[src/pkg/fpe_pkg.sv]
/*
 * fpe_pkg: register map, command codes, status codes and timing constants
 * of the flash program/erase controller.
 * Assumes a 32-bit AXI4-Lite register bus, one word per register index.
 */
`default_nettype none
package fpe_pkg;
	// register indices; byte address is four times the index
	localparam logic [11:0] IDX_CTRL = 12'hff8;
	localparam logic [11:0] IDX_SECT = 12'hff9;
	localparam logic [11:0] IDX_KHZ_HI = 12'hffa;
	localparam logic [11:0] IDX_KHZ_LO = 12'hffb;
	localparam int BUS_AW = 14;
	localparam logic [13:0] ADDR_CTRL = {IDX_CTRL, 2'b00};
	localparam logic [13:0] ADDR_SECT = {IDX_SECT, 2'b00};
	localparam logic [13:0] ADDR_KHZ_HI = {IDX_KHZ_HI, 2'b00};
	localparam logic [13:0] ADDR_KHZ_LO = {IDX_KHZ_LO, 2'b00};
	// control register codes
	localparam logic [7:0] CODE_RESET = 8'h00;
	localparam logic [7:0] CODE_UNLOCK1 = 8'h73;
	localparam logic [7:0] CODE_UNLOCK2 = 8'h8c;
	localparam logic [7:0] CODE_SECT_SEL = 8'h5e;
	localparam logic [7:0] CODE_PAGE_ERASE = 8'h95;
	localparam logic [7:0] CODE_MASS_ERASE = 8'h63;
	// controller_state_code values
	localparam logic [5:0] ST_LOCKED = 6'h00;
	localparam logic [5:0] ST_UNL1 = 6'h01;
	localparam logic [5:0] ST_UNL2 = 6'h02;
	localparam logic [5:0] ST_UNLOCKED = 6'h03;
	localparam logic [5:0] ST_SECT = 6'h04;
	localparam logic [5:0] ST_PROG = 6'h08;
	localparam logic [5:0] ST_PERASE = 6'h10;
	localparam logic [5:0] ST_MERASE = 6'h20;
	// reset values
	localparam logic [7:0] RST_BYTE = 8'h00;
	localparam logic [7:0] ERASED_BYTE = 8'hff;
	// operation times in microseconds
	localparam logic [15:0] PROG_TIME_US = 16'h0028;
	localparam logic [15:0] PAGE_ERASE_US = 16'h2710;
	localparam logic [15:0] MASS_ERASE_US = 16'h4e20;
	// microsecond tick: one per (kHz/1000) clocks
	localparam logic [16:0] KHZ_PER_MHZ = 17'h0_03e8;
	// AXI responses
	localparam logic [1:0] RESP_OKAY = 2'b00;
	localparam logic [1:0] RESP_SLVERR = 2'b10;
	typedef enum logic [3:0] {
		FS_LOCKED, FS_UNL1, FS_UNL2, FS_UNLOCKED, FS_SECT,
		FS_PROGEN, FS_PROG, FS_PERASE, FS_MERASE
	} fpe_state_e;
endpackage
`default_nettype wire

[src/rtl/fpe_timer.sv]
/*
 * fpe_timer: times one flash operation in microseconds, using the
 * clock frequency in kHz that software loaded.
 * Assumes khz holds the real clock rate; zero ticks every clock.
 */
`timescale 1ns/1ps
`default_nettype none
module fpe_timer (
	// clock and reset
	input wire logic clk,
	input wire logic srst,
	// control
	input wire logic [15:0] khz,
	input wire logic start,
	input wire logic [15:0] durUs,
	// status
	output logic busy,
	output logic done
);
	logic [16:0] acc_reg;
	logic [15:0] left_reg;
	logic busy_reg;
	logic usTick;
	logic [16:0] accSum;

	// fractional accumulator avoids a divider by 1000
	assign accSum = acc_reg + fpe_pkg::KHZ_PER_MHZ;
	assign usTick = busy_reg && (accSum >= {1'b0, khz});
	assign busy = busy_reg;
	assign done = busy_reg && usTick && (left_reg <= 16'h0001);

	// accumulator
	always_ff @(posedge clk) begin
		if (srst || start || !busy_reg) begin
			acc_reg <= 17'h0_0000;
		end else if (usTick) begin
			acc_reg <= accSum - {1'b0, khz};
		end else begin
			acc_reg <= accSum;
		end
	end

	// remaining microseconds and busy flag
	always_ff @(posedge clk) begin
		if (srst) begin
			left_reg <= 16'h0000;
			busy_reg <= 1'b0;
		end else if (start) begin
			left_reg <= durUs;
			busy_reg <= 1'b1;
		end else if (done) begin
			busy_reg <= 1'b0;
		end else if (usTick) begin
			left_reg <= left_reg - 16'h0001;
		end
	end
endmodule
`default_nettype wire

[src/rtl/fpe_controller.sv]
/*
 * fpe_controller: flash program/erase sequencer with AXI4-Lite registers,
 * two program-write sources and a strobe interface to the flash array.
 * Assumes the array clears only the zero bits of flashWrData while
 * flashProgram is high and erases while an erase level is high.
 */
`timescale 1ns/1ps
`default_nettype none
module fpe_controller #(
	parameter int MEM_AW = 11,
	parameter int PAGE_AW = 9,
	parameter logic [15:0] PROG_US = fpe_pkg::PROG_TIME_US,
	parameter logic [15:0] PERASE_US = fpe_pkg::PAGE_ERASE_US,
	parameter logic [15:0] MERASE_US = fpe_pkg::MASS_ERASE_US
) (
	// clock and reset
	input wire logic clk,
	input wire logic srst,
	// AXI4-Lite write
	input wire logic [13:0] awaddr,
	input wire logic awvalid,
	output logic awready,
	input wire logic [31:0] wdata,
	input wire logic [3:0] wstrb,
	input wire logic wvalid,
	output logic wready,
	output logic [1:0] bresp,
	output logic bvalid,
	input wire logic bready,
	// AXI4-Lite read
	input wire logic [13:0] araddr,
	input wire logic arvalid,
	output logic arready,
	output logic [31:0] rdata,
	output logic [1:0] rresp,
	output logic rvalid,
	input wire logic rready,
	// debugger memory write
	input wire logic dbgWrValid,
	output logic dbgWrReady,
	input wire logic [MEM_AW-1:0] dbgWrAddr,
	input wire logic [7:0] dbgWrData,
	// processor program_memory_store / program_memory_store_autoinc
	input wire logic cpuStoreValid,
	output logic cpuStoreReady,
	input wire logic [MEM_AW-1:0] cpuStoreAddr,
	input wire logic [7:0] cpuStoreData,
	output logic cpuHold,
	// flash array
	output logic [MEM_AW-1:0] flashAddr,
	output logic [7:0] flashWrData,
	output logic flashProgram,
	output logic flashPageErase,
	output logic flashMassErase
);
	localparam int PG_W = MEM_AW - PAGE_AW;

	fpe_pkg::fpe_state_e state_reg;
	logic [7:0] sectLock_reg, pageSel_reg, khzHi_reg, khzLo_reg;
	logic massScope_reg;
	logic awHeld_reg, wHeld_reg, bvalid_reg, rvalid_reg;
	logic [13:0] awAddr_reg;
	logic [7:0] wByte_reg;
	logic wLane_reg;
	logic [1:0] bresp_reg, rresp_reg;
	logic [31:0] rdata_reg;
	logic [MEM_AW-1:0] flashAddr_reg;
	logic [7:0] flashData_reg;
	logic doWrite, ctrlWr, sectWr, hiWr, loWr, wMapped;
	logic reqValid, reqTake, reqOk, idle, timerStart, timerBusy, timerDone;
	logic [MEM_AW-1:0] reqAddr;
	logic [7:0] reqData, ctrlByte;
	logic [5:0] statusCode;
	logic [15:0] clockKhzValue, durUs;
	logic startProg, startErase, pageLocked;

	// sector of a flash address: top three address bits
	function automatic logic [2:0] sectorOf(input logic [MEM_AW-1:0] a);
		sectorOf = a[MEM_AW-1 -: 3];
	endfunction

	// true if any locked sector overlaps page p; a page spans two sectors
	function automatic logic pageHit(input logic [7:0] lock,
		input logic [PG_W-1:0] p);
		int pLo, sLo;
		pageHit = 1'b0;
		pLo = int'(p) << PAGE_AW;
		for (int s = 0; s < 8; s++) begin
			sLo = s << (MEM_AW - 3);
			if (lock[s] && sLo < pLo + (1 << PAGE_AW)
				&& pLo < sLo + (1 << (MEM_AW - 3))) begin
				pageHit = 1'b1;
			end
		end
	endfunction

	// register decode, shared by read and write paths
	function automatic logic isMapped(input logic [13:0] a);
		isMapped = (a == fpe_pkg::ADDR_CTRL) || (a == fpe_pkg::ADDR_SECT)
			|| (a == fpe_pkg::ADDR_KHZ_HI) || (a == fpe_pkg::ADDR_KHZ_LO);
	endfunction

	// AXI write channels; both must be held before the write acts
	assign awready = !awHeld_reg && !bvalid_reg;
	assign wready = !wHeld_reg && !bvalid_reg;
	assign bvalid = bvalid_reg;
	assign bresp = bresp_reg;
	assign doWrite = awHeld_reg && wHeld_reg && !bvalid_reg;
	assign wMapped = isMapped(awAddr_reg);
	assign ctrlByte = wByte_reg;
	// a write without lane 0 enabled stores nothing
	assign ctrlWr = doWrite && wLane_reg && awAddr_reg == fpe_pkg::ADDR_CTRL;
	assign sectWr = doWrite && wLane_reg && awAddr_reg == fpe_pkg::ADDR_SECT;
	assign hiWr = doWrite && wLane_reg && awAddr_reg == fpe_pkg::ADDR_KHZ_HI;
	assign loWr = doWrite && wLane_reg && awAddr_reg == fpe_pkg::ADDR_KHZ_LO;

	// write channel capture and response
	always_ff @(posedge clk) begin
		if (srst) begin
			awHeld_reg <= 1'b0;
			wHeld_reg <= 1'b0;
			bvalid_reg <= 1'b0;
			bresp_reg <= fpe_pkg::RESP_OKAY;
			awAddr_reg <= 14'h0000;
			wByte_reg <= fpe_pkg::RST_BYTE;
			wLane_reg <= 1'b0;
		end else begin
			if (awvalid && awready) begin
				awHeld_reg <= 1'b1;
				awAddr_reg <= awaddr;
			end
			if (wvalid && wready) begin
				wHeld_reg <= 1'b1;
				wByte_reg <= wdata[7:0];
				wLane_reg <= wstrb[0];
			end
			if (doWrite) begin
				awHeld_reg <= 1'b0;
				wHeld_reg <= 1'b0;
				bvalid_reg <= 1'b1;
				bresp_reg <= wMapped ? fpe_pkg::RESP_OKAY
					: fpe_pkg::RESP_SLVERR;
			end else if (bvalid_reg && bready) begin
				bvalid_reg <= 1'b0;
			end
		end
	end

	// read path: status shares the control address
	assign arready = !rvalid_reg;
	assign rvalid = rvalid_reg;
	assign rdata = rdata_reg;
	assign rresp = rresp_reg;
	always_ff @(posedge clk) begin
		if (srst) begin
			rvalid_reg <= 1'b0;
			rdata_reg <= 32'h0000_0000;
			rresp_reg <= fpe_pkg::RESP_OKAY;
		end else if (arvalid && arready) begin
			rvalid_reg <= 1'b1;
			rresp_reg <= isMapped(araddr) ? fpe_pkg::RESP_OKAY
				: fpe_pkg::RESP_SLVERR;
			case (araddr)
				fpe_pkg::ADDR_CTRL: rdata_reg <= {26'h0, statusCode};
				fpe_pkg::ADDR_SECT: rdata_reg <= {24'h0,
					state_reg == fpe_pkg::FS_SECT ? sectLock_reg : pageSel_reg};
				fpe_pkg::ADDR_KHZ_HI: rdata_reg <= {24'h0, khzHi_reg};
				fpe_pkg::ADDR_KHZ_LO: rdata_reg <= {24'h0, khzLo_reg};
				default: rdata_reg <= 32'h0000_0000;
			endcase
		end else if (rvalid_reg && rready) begin
			rvalid_reg <= 1'b0;
		end
	end

	// frequency, page select and write-one-set sector protection
	always_ff @(posedge clk) begin
		if (srst) begin
			khzHi_reg <= fpe_pkg::RST_BYTE;
			khzLo_reg <= fpe_pkg::RST_BYTE;
			pageSel_reg <= fpe_pkg::RST_BYTE;
			sectLock_reg <= fpe_pkg::RST_BYTE;
		end else begin
			if (hiWr) khzHi_reg <= ctrlByte;
			if (loWr) khzLo_reg <= ctrlByte;
			if (sectWr && state_reg == fpe_pkg::FS_SECT) begin
				sectLock_reg <= sectLock_reg | ctrlByte;
			end else if (sectWr) begin
				pageSel_reg <= ctrlByte;
			end
		end
	end
	assign clockKhzValue = {khzHi_reg, khzLo_reg};

	// write sources: debugger first, both treated alike
	assign idle = state_reg != fpe_pkg::FS_PROG
		&& state_reg != fpe_pkg::FS_PERASE && state_reg != fpe_pkg::FS_MERASE;
	// a program write waits out a control write in the same cycle
	assign dbgWrReady = idle && !ctrlWr;
	assign cpuStoreReady = idle && !ctrlWr && !dbgWrValid;
	assign reqValid = dbgWrValid || cpuStoreValid;
	assign reqAddr = dbgWrValid ? dbgWrAddr : cpuStoreAddr;
	assign reqData = dbgWrValid ? dbgWrData : cpuStoreData;
	assign reqTake = idle && !ctrlWr && reqValid;
	// refused writes are taken and dropped so the source never hangs
	assign reqOk = state_reg == fpe_pkg::FS_PROGEN
		&& !sectLock_reg[sectorOf(reqAddr)]
		&& (massScope_reg
		|| reqAddr[MEM_AW-1:PAGE_AW] == pageSel_reg[PG_W-1:0]);
	assign startProg = reqTake && reqOk;
	assign pageLocked = pageHit(sectLock_reg, pageSel_reg[PG_W-1:0]);
	// erase starts only where the state machine leaves idle for it
	assign startErase = idle && ctrlWr
		&& (state_reg == fpe_pkg::FS_UNLOCKED
		|| state_reg == fpe_pkg::FS_PROGEN)
		&& ((ctrlByte == fpe_pkg::CODE_PAGE_ERASE && !pageLocked)
		|| (ctrlByte == fpe_pkg::CODE_MASS_ERASE
		&& sectLock_reg == fpe_pkg::RST_BYTE));

	// lock, unlock, select and operation sequencing
	always_ff @(posedge clk) begin
		if (srst) begin
			state_reg <= fpe_pkg::FS_LOCKED;
			massScope_reg <= 1'b0;
		end else if (!idle) begin
			if (timerDone) state_reg <= fpe_pkg::FS_PROGEN;
		end else if (ctrlWr && ctrlByte == fpe_pkg::CODE_SECT_SEL) begin
			state_reg <= fpe_pkg::FS_SECT;
		end else if (ctrlWr) begin
			state_reg <= fpe_pkg::FS_LOCKED;
			case (state_reg)
				fpe_pkg::FS_LOCKED:
					if (ctrlByte == fpe_pkg::CODE_UNLOCK1)
						state_reg <= fpe_pkg::FS_UNL1;
				fpe_pkg::FS_UNL1:
					if (ctrlByte == fpe_pkg::CODE_UNLOCK2)
						state_reg <= fpe_pkg::FS_UNL2;
				fpe_pkg::FS_UNLOCKED, fpe_pkg::FS_PROGEN: begin
					if (ctrlByte == fpe_pkg::CODE_PAGE_ERASE
						&& !pageLocked) begin
						state_reg <= fpe_pkg::FS_PERASE;
						massScope_reg <= 1'b0;
					end
					if (ctrlByte == fpe_pkg::CODE_MASS_ERASE
						&& sectLock_reg == fpe_pkg::RST_BYTE) begin
						state_reg <= fpe_pkg::FS_MERASE;
						massScope_reg <= 1'b1;
					end
				end
				default: state_reg <= fpe_pkg::FS_LOCKED;
			endcase
		end else if (sectWr && state_reg == fpe_pkg::FS_UNL2) begin
			state_reg <= fpe_pkg::FS_UNLOCKED;
		end else if (reqTake && reqOk) begin
			state_reg <= fpe_pkg::FS_PROG;
		end
	end

	// flash address and data latched when an operation starts
	always_ff @(posedge clk) begin
		if (srst) begin
			flashAddr_reg <= '0;
			flashData_reg <= fpe_pkg::ERASED_BYTE;
		end else if (reqTake && reqOk) begin
			flashAddr_reg <= reqAddr;
			flashData_reg <= reqData;
		end else if (idle && ctrlWr) begin
			flashAddr_reg <= {pageSel_reg[PG_W-1:0], {PAGE_AW{1'b0}}};
			flashData_reg <= fpe_pkg::ERASED_BYTE;
		end
	end

	// operation timer, started on the cycle the state leaves idle
	assign timerStart = startProg || startErase;
	assign durUs = startProg ? PROG_US
		: (ctrlByte == fpe_pkg::CODE_MASS_ERASE) ? MERASE_US : PERASE_US;
	fpe_timer u_timer (
		.clk(clk),
		.srst(srst),
		.khz(clockKhzValue),
		.start(timerStart),
		.durUs(durUs),
		.busy(timerBusy),
		.done(timerDone)
	);

	// array strobes and processor stall follow the state
	assign flashProgram = state_reg == fpe_pkg::FS_PROG;
	assign flashPageErase = state_reg == fpe_pkg::FS_PERASE;
	assign flashMassErase = state_reg == fpe_pkg::FS_MERASE;
	assign cpuHold = flashProgram;
	assign flashAddr = flashAddr_reg;
	assign flashWrData = flashData_reg;

	// status code; busy low bits read zero
	always_comb begin
		case (state_reg)
			fpe_pkg::FS_UNL1: statusCode = fpe_pkg::ST_UNL1;
			fpe_pkg::FS_UNL2: statusCode = fpe_pkg::ST_UNL2;
			fpe_pkg::FS_UNLOCKED: statusCode = fpe_pkg::ST_UNLOCKED;
			fpe_pkg::FS_PROGEN: statusCode = fpe_pkg::ST_UNLOCKED;
			fpe_pkg::FS_SECT: statusCode = fpe_pkg::ST_SECT;
			fpe_pkg::FS_PROG: statusCode = fpe_pkg::ST_PROG;
			fpe_pkg::FS_PERASE: statusCode = fpe_pkg::ST_PERASE;
			fpe_pkg::FS_MERASE: statusCode = fpe_pkg::ST_MERASE;
			default: statusCode = fpe_pkg::ST_LOCKED;
		endcase
	end

	// checks
	property p_lockSticky;
		@(posedge clk) disable iff (srst)
		!$past(srst) |-> (sectLock_reg & $past(sectLock_reg))
			== $past(sectLock_reg);
	endproperty
	a_lockSticky: assert property (p_lockSticky)
		else $error("sector lock bit cleared");
	property p_protRefused;
		@(posedge clk) disable iff (srst)
		$rose(flashProgram) |-> !sectLock_reg[sectorOf(flashAddr)];
	endproperty
	a_protRefused: assert property (p_protRefused)
		else $error("protected sector programmed");
	property p_pageScope;
		@(posedge clk) disable iff (srst)
		$rose(flashProgram) && !massScope_reg
			|-> flashAddr[MEM_AW-1:PAGE_AW] == pageSel_reg[PG_W-1:0];
	endproperty
	a_pageScope: assert property (p_pageScope)
		else $error("program outside selected page");
	property p_holdCpu;
		@(posedge clk) disable iff (srst)
		reqTake && reqOk |=> cpuHold && statusCode[5:3] == 3'b001;
	endproperty
	a_holdCpu: assert property (p_holdCpu)
		else $error("processor not held while programming");
	property p_relock;
		@(posedge clk) disable iff (srst)
		ctrlWr && state_reg == fpe_pkg::FS_PROGEN
			&& ctrlByte != fpe_pkg::CODE_PAGE_ERASE
			&& ctrlByte != fpe_pkg::CODE_MASS_ERASE
			&& ctrlByte != fpe_pkg::CODE_SECT_SEL
			|=> statusCode == fpe_pkg::ST_LOCKED;
	endproperty
	a_relock: assert property (p_relock)
		else $error("controller not locked after other write");
	property p_unlock1;
		@(posedge clk) disable iff (srst)
		ctrlWr && ctrlByte == fpe_pkg::CODE_UNLOCK1
			&& statusCode == fpe_pkg::ST_LOCKED
			|=> statusCode == fpe_pkg::ST_UNL1;
	endproperty
	a_unlock1: assert property (p_unlock1)
		else $error("first unlock byte not reflected");
	property p_badUnlock;
		@(posedge clk) disable iff (srst)
		ctrlWr && state_reg == fpe_pkg::FS_UNL1
			&& ctrlByte != fpe_pkg::CODE_UNLOCK2
			&& ctrlByte != fpe_pkg::CODE_SECT_SEL
			|=> statusCode == fpe_pkg::ST_LOCKED;
	endproperty
	a_badUnlock: assert property (p_badUnlock)
		else $error("broken unlock sequence did not relock");
	property p_massCode;
		@(posedge clk) disable iff (srst)
		flashMassErase |-> statusCode[5:3] == 3'b100
			&& flashWrData == fpe_pkg::ERASED_BYTE;
	endproperty
	a_massCode: assert property (p_massCode)
		else $error("mass erase status code wrong");
	property p_deselect;
		@(posedge clk) disable iff (srst)
		ctrlWr && state_reg == fpe_pkg::FS_SECT
			&& ctrlByte != fpe_pkg::CODE_SECT_SEL
			|=> state_reg != fpe_pkg::FS_SECT;
	endproperty
	a_deselect: assert property (p_deselect)
		else $error("sector register still selected");
	property p_statusRead;
		@(posedge clk) disable iff (srst)
		arvalid && arready && araddr == fpe_pkg::ADDR_CTRL
			|=> rvalid && rdata[5:0] == $past(statusCode)
			&& rdata[31:6] == 26'h0;
	endproperty
	a_statusRead: assert property (p_statusRead)
		else $error("status read mismatch");
	property p_opEnds;
		@(posedge clk) disable iff (srst)
		timerDone |=> state_reg == fpe_pkg::FS_PROGEN && !timerBusy;
	endproperty
	a_opEnds: assert property (p_opEnds)
		else $error("operation did not finish");
	c_program: cover property (@(posedge clk) disable iff (srst)
		$fell(flashProgram));
	c_pageErase: cover property (@(posedge clk) disable iff (srst)
		$fell(flashPageErase));
	c_massErase: cover property (@(posedge clk) disable iff (srst)
		$fell(flashMassErase));
	c_sectSet: cover property (@(posedge clk) disable iff (srst)
		sectWr && state_reg == fpe_pkg::FS_SECT && ctrlByte != 8'h00);
endmodule
`default_nettype wire

[config.mk]
export PLATFORM = sky130hd
export DESIGN_NAME = fpe_controller
export DESIGN_NICKNAME = d
export VERILOG_FILES = /design/src/pkg/fpe_pkg.sv /design/src/rtl/fpe_timer.sv /design/src/rtl/fpe_controller.sv
export SDC_FILE = /design/constraint.sdc
export NUM_CORES = 1
export LEC_CHECK = 0
export ABC_CLOCK_PERIOD_IN_PS = 5600
export BUFFER_PORTS_ARGS = -buffer_cell sky130_fd_sc_hd__buf_2
export CORE_UTILIZATION = 43
export CTS_CLUSTER_DIAMETER = 40
export DETAILED_ROUTE_END_ITERATION = 6
export HOLD_SLACK_MARGIN = 0.03
export MAX_ROUTING_LAYER = met4
export PLACE_DENSITY = 0.75
export SLEW_MARGIN = 20
export SYNTH_ARGS = -nofsm -noshare
export SYNTH_HDL_FRONTEND = slang
export SYNTH_SLANG_ARGS = --single-unit
export TNS_END_PERCENT = 1
[constraint.sdc]
create_clock -name clk -period 5.6 [get_ports clk]
set_clock_uncertainty 0.15 [all_clocks]
set_input_delay 1.12 -clock clk [delete_from_list [all_inputs] [get_ports clk]]
set_output_delay 1.12 -clock clk [all_outputs]
set_load 0.05 [all_outputs]
==> results.yml, run 1 <==
outcome:
  status: "finished, final reports clean"
clocking:
  clockBufferDepth: 2
  cts-htree-levels: 4
  cts.reportedPaths.clkPinSlew_ns: 0.06
  cts-hold-fix-buffers: 0
  clk_latency_ns: 0.42
  cts.root.buffer_cell: "clkbuf_16"
  cts_buffers: 17
  cts_setup_buffers: 0
  cts.sinks: 133
  postCtsResizedCells: 0
  cts_tree: "done"
power:
  p_int_w: 0.00171
  seqPwrFrac_pct: 43.0
  combinationalPowerShare_pct: 7.1
  p_leak_nw: 3.46
  ir_drop_uv: 227
  powerDensity_nw_per_um2: 266
  swShare_pct: 24.9
  p_clk_share_pct: 49.9
  switchingPower_w: 0.000570
worst_setup_path:
  r2r_start: "u_timer.acc_reg[6]"
  cp_cell_sequence: "or4_1, or3_1, nand4_1, nor2_1, xor2_1, ha_1, and3_1, and3_1, a22o_1, o41ai_4, o211ai_1, nand4_1, xor2_1, nor2_1"
  cp_slowest_cell: "o41ai_4"
  slowest_delay_ns: 0.75
  ff2ff_path_depth: 14
  regToRegEndpoint: "u_timer.left_reg[6]"
  crit_arrival_ns: 4.81
  critical_path_class: "reg -> reg"
  crit_buf_inv: 0
  critPathMaxFanout: 10
  end_kind: "flop"
  startpoint_type: "flop"
  cpLargestDelayFamily: "simple AND/OR/NAND/NOR gates"
  critPathRequiredTime_ns: 5.75
  regToRegSetupSlack_ns: 0.94
global_routing:
  grt_max_degree: 54
  grt_usage_pct: 21.8
  grt_pass1_vias: 6171
  antenna_found_initial: 0
  gr-total-overflow: 0
  grt_pass1_wl_um: 30000
finish:
  n_antenna_cell: 0
  drive_above_1_share_pct: 21.1
  final_cell_area_sq_um: 8590
  syn_to_final_growth_pct: 17.2
  largest_register_ffs: 17
  nets: 1112
  postLayoutCoreUtil_pct: 51.6
timing:
  setup_tns_ns: 0
  post-route-min-period_ns: 4.66
  rsz0062_at_grt: "false"
  period_share_pct: 83.3
  slew_headroom_pct: 32.2
  fmax_mhz: 214
  hold_viol: 0
  slew_violations: 0
  setup_viol: 0
  worst_pin_slew_ns: 1.01
synthesis:
  yosysWarnings: 0
  synth-seq-cells: 133
  netlist_area_sq_um: 7330
  synth_ff_type: "dfxtp_1"
  async_flop_share_pct: 0
  syn_avg_cell_area_sq_um: 8.39
  ys_seq_area_share_pct: 36.3
  synth_cell_types: 77
  synth-edff-count: 0
  syn_inst: 874
floorplan:
  die_w_um: 133
  rows: 47
  start_util_pct: 44.1
  core_region_area_sq_um: 16600
  io_pins: 177
  die_y_um: 133
  die_area_sq_um: 17600
routing:
  antenna_left: 0
  viasPerCell: 5.40
  drc: 0
  dr_total_vias: 6549
  firstDrtPassIters: 5
  drtIter0Drc: 538
  wl_per_cell_um: 14.9
  wl_um: 18100
hold_path:
  holdPathEnd: "awAddr_reg[4]"
  hold_path_class: "reg -> reg"
  min-delay-start: "awAddr_reg[4]"
  min_path_cells: 2
place:
  gp_congestion: 0.879
  port_buffers: 123
  placed_cell_area_sq_um: 7990
  dpl.hpwl_um: 13200
flow_run:
  maxCapViolCount: 0
## final cells by class
type	instances	area, sq um
clock buffer	18	429
clock inverter	13	174
fill	1583	8050
inverter	33	124
multi-input combinational	668	4270
sequential	133	2660
tap	220	275
timing repair buffer	128	656
## worst reg2reg max path: stages (launching register included)
cell	delay, ns
dfxtp_1	0.35
or4_1	0.52
or3_1	0.39
nand4_1	0.16
nor2_1	0.08
xor2_1	0.20
ha_1	0.32
and3_1	0.22
and3_1	0.18
a22o_1	0.27
o41ai_4	0.75
o211ai_1	0.48
nand4_1	0.25
xor2_1	0.18
nor2_1	0.05
## through the flow
stage	total power, W	worst slack [ns]	std cells	hold WS (ns)
6_report	0.00228	0.937	1213	0.303
5_1_grt	0.00236	0.651	1213	0.319
4_1_cts	0.00230	0.940	1213	0.304
3_5_place_dp	0.00116	0.993	1182	0.295
3_3_place_gp	0.00116	1.05	1182	0.290
2_1_floorplan	0.00112	1.23	899	0.281
## placed cells by master, fill, tap and decap left out, drive strengths merged, types with 17 or more instances in the layout
cell	count
a211oi	18
conb	26
o21ai	22
buf	128
clkbuf	18
nor2	118
mux2i	48
xor2	17
ha	19
a21oi	77
inv	36
nand2	98
dfxtp	133
nor3	25
## Yosys cell counts (all sizes together) (13+ instances only)
master	count	share of area, %
a211oi	18	2.2
a21oi	77	5.3
a31oi	14	1.2
buf	41	3.8
clkbuf	24	1.2
dfxtp	133	36
ha	19	3.2
inv	33	1.7
mux2i	48	6.6
nand2	98	5.0
nand3	13	0.89
nor2	118	6.1
nor3	25	1.8
o21ai	22	1.5
xnor2	14	1.7
xor2	17	2.1
## kinds of logic after synthesis
logic type	Yosys count	synth area share [%]
other cells	1	0.0511
xor+xnor	31	3.81
compound gates	179	16.1
buf+inv	98	6.67
simple gates	348	23.1
flops	133	36.3
fa+ha+maj	20	3.52
mux	64	10.4
## routing by layer
metal | share of wire (%) | up-vias | routed length, um | GRT usage (%)
met5 | 0 | - | 0 | -
met4 | 1.6 | 0 | 282 | 6.83
met3 | 5.2 | 25 | 943 | 5.10
met2 | 48 | 192 | 8690 | 35.2
met1 | 45 | 3070 | 8150 | 26.9
li1 | - | 3262 | - | -
## worst max path at each step
stage                  startpoint                   to  slack (ns)  cells past startpoint
2_1_floorplan        state_reg[0]           dbgWrReady        1.23                      5
4_1_cts        u_timer.acc_reg[6]  u_timer.left_reg[6]        0.94                     14
6_report       u_timer.acc_reg[6]  u_timer.left_reg[6]        0.94                     14
3_5_place_dp   u_timer.acc_reg[6]  u_timer.left_reg[6]        0.99                     14
3_3_place_gp   u_timer.acc_reg[6]  u_timer.left_reg[6]        1.05                     14
5_1_grt        u_timer.acc_reg[6]  u_timer.left_reg[6]        0.65                     14
## power groups by stage
stage	Combinational [W]	Clock (W)	Sequential (W)
final	0.000162	0.00114	0.000981
after global placement	0.000160	0	0.00100
after CTS	0.000163	0.00115	0.000981
after floorplan	0.000128	0	0.000997
after detailed placement	0.000162	0	0.00100
after global routing	0.000175	0.00120	0.000983
(Power assumes the default switching activity.)
==> inputs of run 2 (changes only) <==
--- a/config.mk
+++ b/config.mk
@@ -5,14 +5,14 @@
 export SDC_FILE = /design/constraint.sdc
 export NUM_CORES = 1
 export LEC_CHECK = 0
-export ABC_CLOCK_PERIOD_IN_PS = 5600
+export ABC_CLOCK_PERIOD_IN_PS = 3800
 export BUFFER_PORTS_ARGS = -buffer_cell sky130_fd_sc_hd__buf_2
 export CORE_UTILIZATION = 43
 export CTS_CLUSTER_DIAMETER = 40
 export DETAILED_ROUTE_END_ITERATION = 6
 export HOLD_SLACK_MARGIN = 0.03
 export MAX_ROUTING_LAYER = met4
-export PLACE_DENSITY = 0.75
+export PLACE_DENSITY = 0.78
 export SLEW_MARGIN = 20
 export SYNTH_ARGS = -nofsm -noshare
 export SYNTH_HDL_FRONTEND = slang
==> constraint.sdc (replaced) <==
create_clock -name clk -period 3.8 [get_ports clk]
set_clock_uncertainty 0.15 [all_clocks]
set_input_delay 0.76 -clock clk [delete_from_list [all_inputs] [get_ports clk]]
set_output_delay 0.76 -clock clk [all_outputs]
set_load 0.05 [all_outputs]
==> run 2 against run 1 <==
Against the previous run:
- the flow now finishes with violations (negative setup slack)
- sequential share of layout area decreased by 1.6 points
- final area increased by 5.6%
- total power increased by 42%
- critical endpoint is now u_timer.left_reg[11]
- highest routed layer unchanged
==> results.yml, run 2 (synthesis results as in run 1) <==
outcome:
  status: "finished with violations"
  violations: "negative setup slack"
worst_setup_path:
  crit_start: "u_timer.acc_reg[5]"
  end_kind: "flop"
  regToRegEndpoint: "u_timer.left_reg[11]"
  r2r_start: "u_timer.acc_reg[5]"
  startpoint_type: "flop"
  critPathMaxFanout: 5
  regToRegSetupSlack_ns: -0.05
  crit_arrival_ns: 4.03
  ff2ff_path_depth: 15
  critPathRequiredTime_ns: 3.98
  critical_path_class: "reg -> reg"
routing:
  drc: 0
  antenna_left: 0
  wl_met1_um: 8430
  routed-wl-met3_um: 893
  dr_total_vias: 6832
  route.met2.wl_um: 9240
  drtIter0Drc: 597
  viasPerCell: 5.44
  wl_um: 19000
  top_layer_used: "met4"
  wl_per_cell_um: 15.2
  firstDrtPassIters: 5
floorplan:
  start_util_pct: 44.1
  die_y_um: 133
  io_pins: 177
  core_region_area_sq_um: 16600
  die_w_um: 133
  die_area_sq_um: 17600
  rows: 47
clocking:
  cts.reportedPaths.clkPinSlew_ns: 0.07
  cts.root.buffer_cell: "clkbuf_16"
  cts-hold-fix-buffers: 0
  cts_buffers: 17
  clockBufferDepth: 2
  cts-htree-levels: 4
  clk_latency_ns: 0.43
  cts.sinks: 133
  cts_tree: "done"
finish:
  postLayoutCoreUtil_pct: 54.5
  nets: 1154
  final_common_cell: "dfxtp_1"
  syn_to_final_growth_pct: 23.7
  drive_above_1_share_pct: 27.2
  instances_no_fill: 1256
  layout_common_cells: "131 x dfxtp_1, 123 x buf_2, 115 x nor2_1"
  multi_input_area_sq_um: 4450
  n_antenna_cell: 0
  num-fill-cells: 1469
  largest_register_ffs: 17
  seqCellArea_sq_um: 2670
global_routing:
  grt_usage_pct: 22.6
  grt_max_degree: 65
  grt_pass1_wl_um: 31200
  gr-total-overflow: 0
  grt_pass1_vias: 6553
  antenna_found_initial: 0
timing:
  worst_pin_slew_ns: 0.828
  setup_viol: 10
  rsz0062_at_grt: "true"
  fmax_mhz: 260
  post-route-min-period_ns: 3.85
  fin_ws_ns: -0.0477
  hold_viol: 0
  setup_tns_ns: -0.233
  slew_violations: 0
  slew_headroom_pct: 44.5
  period_share_pct: 101
place:
  gp_congestion: 0.911
  dpl.hpwl_um: 13800
  dpl.cell_count: 1221
  port_buffers: 123
hold_path:
  min_path_cells: 2
  hold_path_class: "reg -> reg"
  min-delay-start: "awAddr_reg[0]"
  holdPathEnd: "awAddr_reg[0]"
power:
  ir_drop_uv: 284
  p_leak_nw: 3.68
  p_total_w: 0.00325
  powerDensity_nw_per_um2: 358
flow_run:
  maxCapViolCount: 0
## run 2: power breakdown
group	internal [W]	leakage [nW]	total [W]	switching, W
combinational	0.0000757	2.34	0.000249	0.000174
sequential	0.00142	1.08	0.00144	0.0000249
clock	0.000861	0.265	0.00156	0.000702
## run 2: timing repair
action	CTS	global route
gates resized for setup	26	19
endpoints found under the setup margin	33	40
pin swaps	25	18
setup buffers	2	1
gates cloned	0	1
hold endpoints to repair	0	0
## run 2: area by class of cell
class / count / area share [%]
clock inverter: 15 / 1.46
sequential: 133 / 29.4
inverter: 33 / 1.37
multi-input combinational: 668 / 49.0
timing repair buffer: 170 / 11.1
clock buffer: 17 / 4.69
tap: 220 / 3.03
## run 2: worst max path at each step
stage | to | slack, ns | cells past startpoint
global route | u_timer.left_reg[6] | -0.28 | 16
floorplan | statusCode[1] | -0.19 | 14
CTS | statusCode[1] | -0.09 | 15
detailed placement | statusCode[2] | -0.23 | 15
global placement | statusCode[2] | -0.21 | 15
finish | u_timer.left_reg[11] | -0.05 | 15
## run 2: critical path, stage by stage (launching register included)
cell      delay, ns
dfxtp_2        0.32
or4_4          0.53
or3_4          0.37
nand4_1        0.13
nor2_1         0.06
xor2_1         0.17
ha_1           0.32
and3_4         0.17
and3_1         0.17
a22o_1         0.23
o41ai_4        0.24
buf_6          0.19
buf_4          0.16
nor3_4         0.05
a31o_2         0.25
a211oi_1       0.23
## run 2: through the flow
step / hold slack (ns) / instance area (sq um) / setup slack (ns)
after global routing: 0.325 / 9070 / -0.276
after detailed placement: 0.295 / 8300 / -0.227
after CTS: 0.304 / 8990 / -0.0938
final: 0.305 / 9070 / -0.0477
after global placement: 0.290 / 8300 / -0.207
after floorplan: 0.281 / 7430 / -0.193
## run 2: metal layers
metal  global-route usage (%)  vias up
li1                         -     3325
met1                     27.5     3212
met2                     37.5      245
met3                     3.68       50
met4                     8.81        0
met5                        -        -
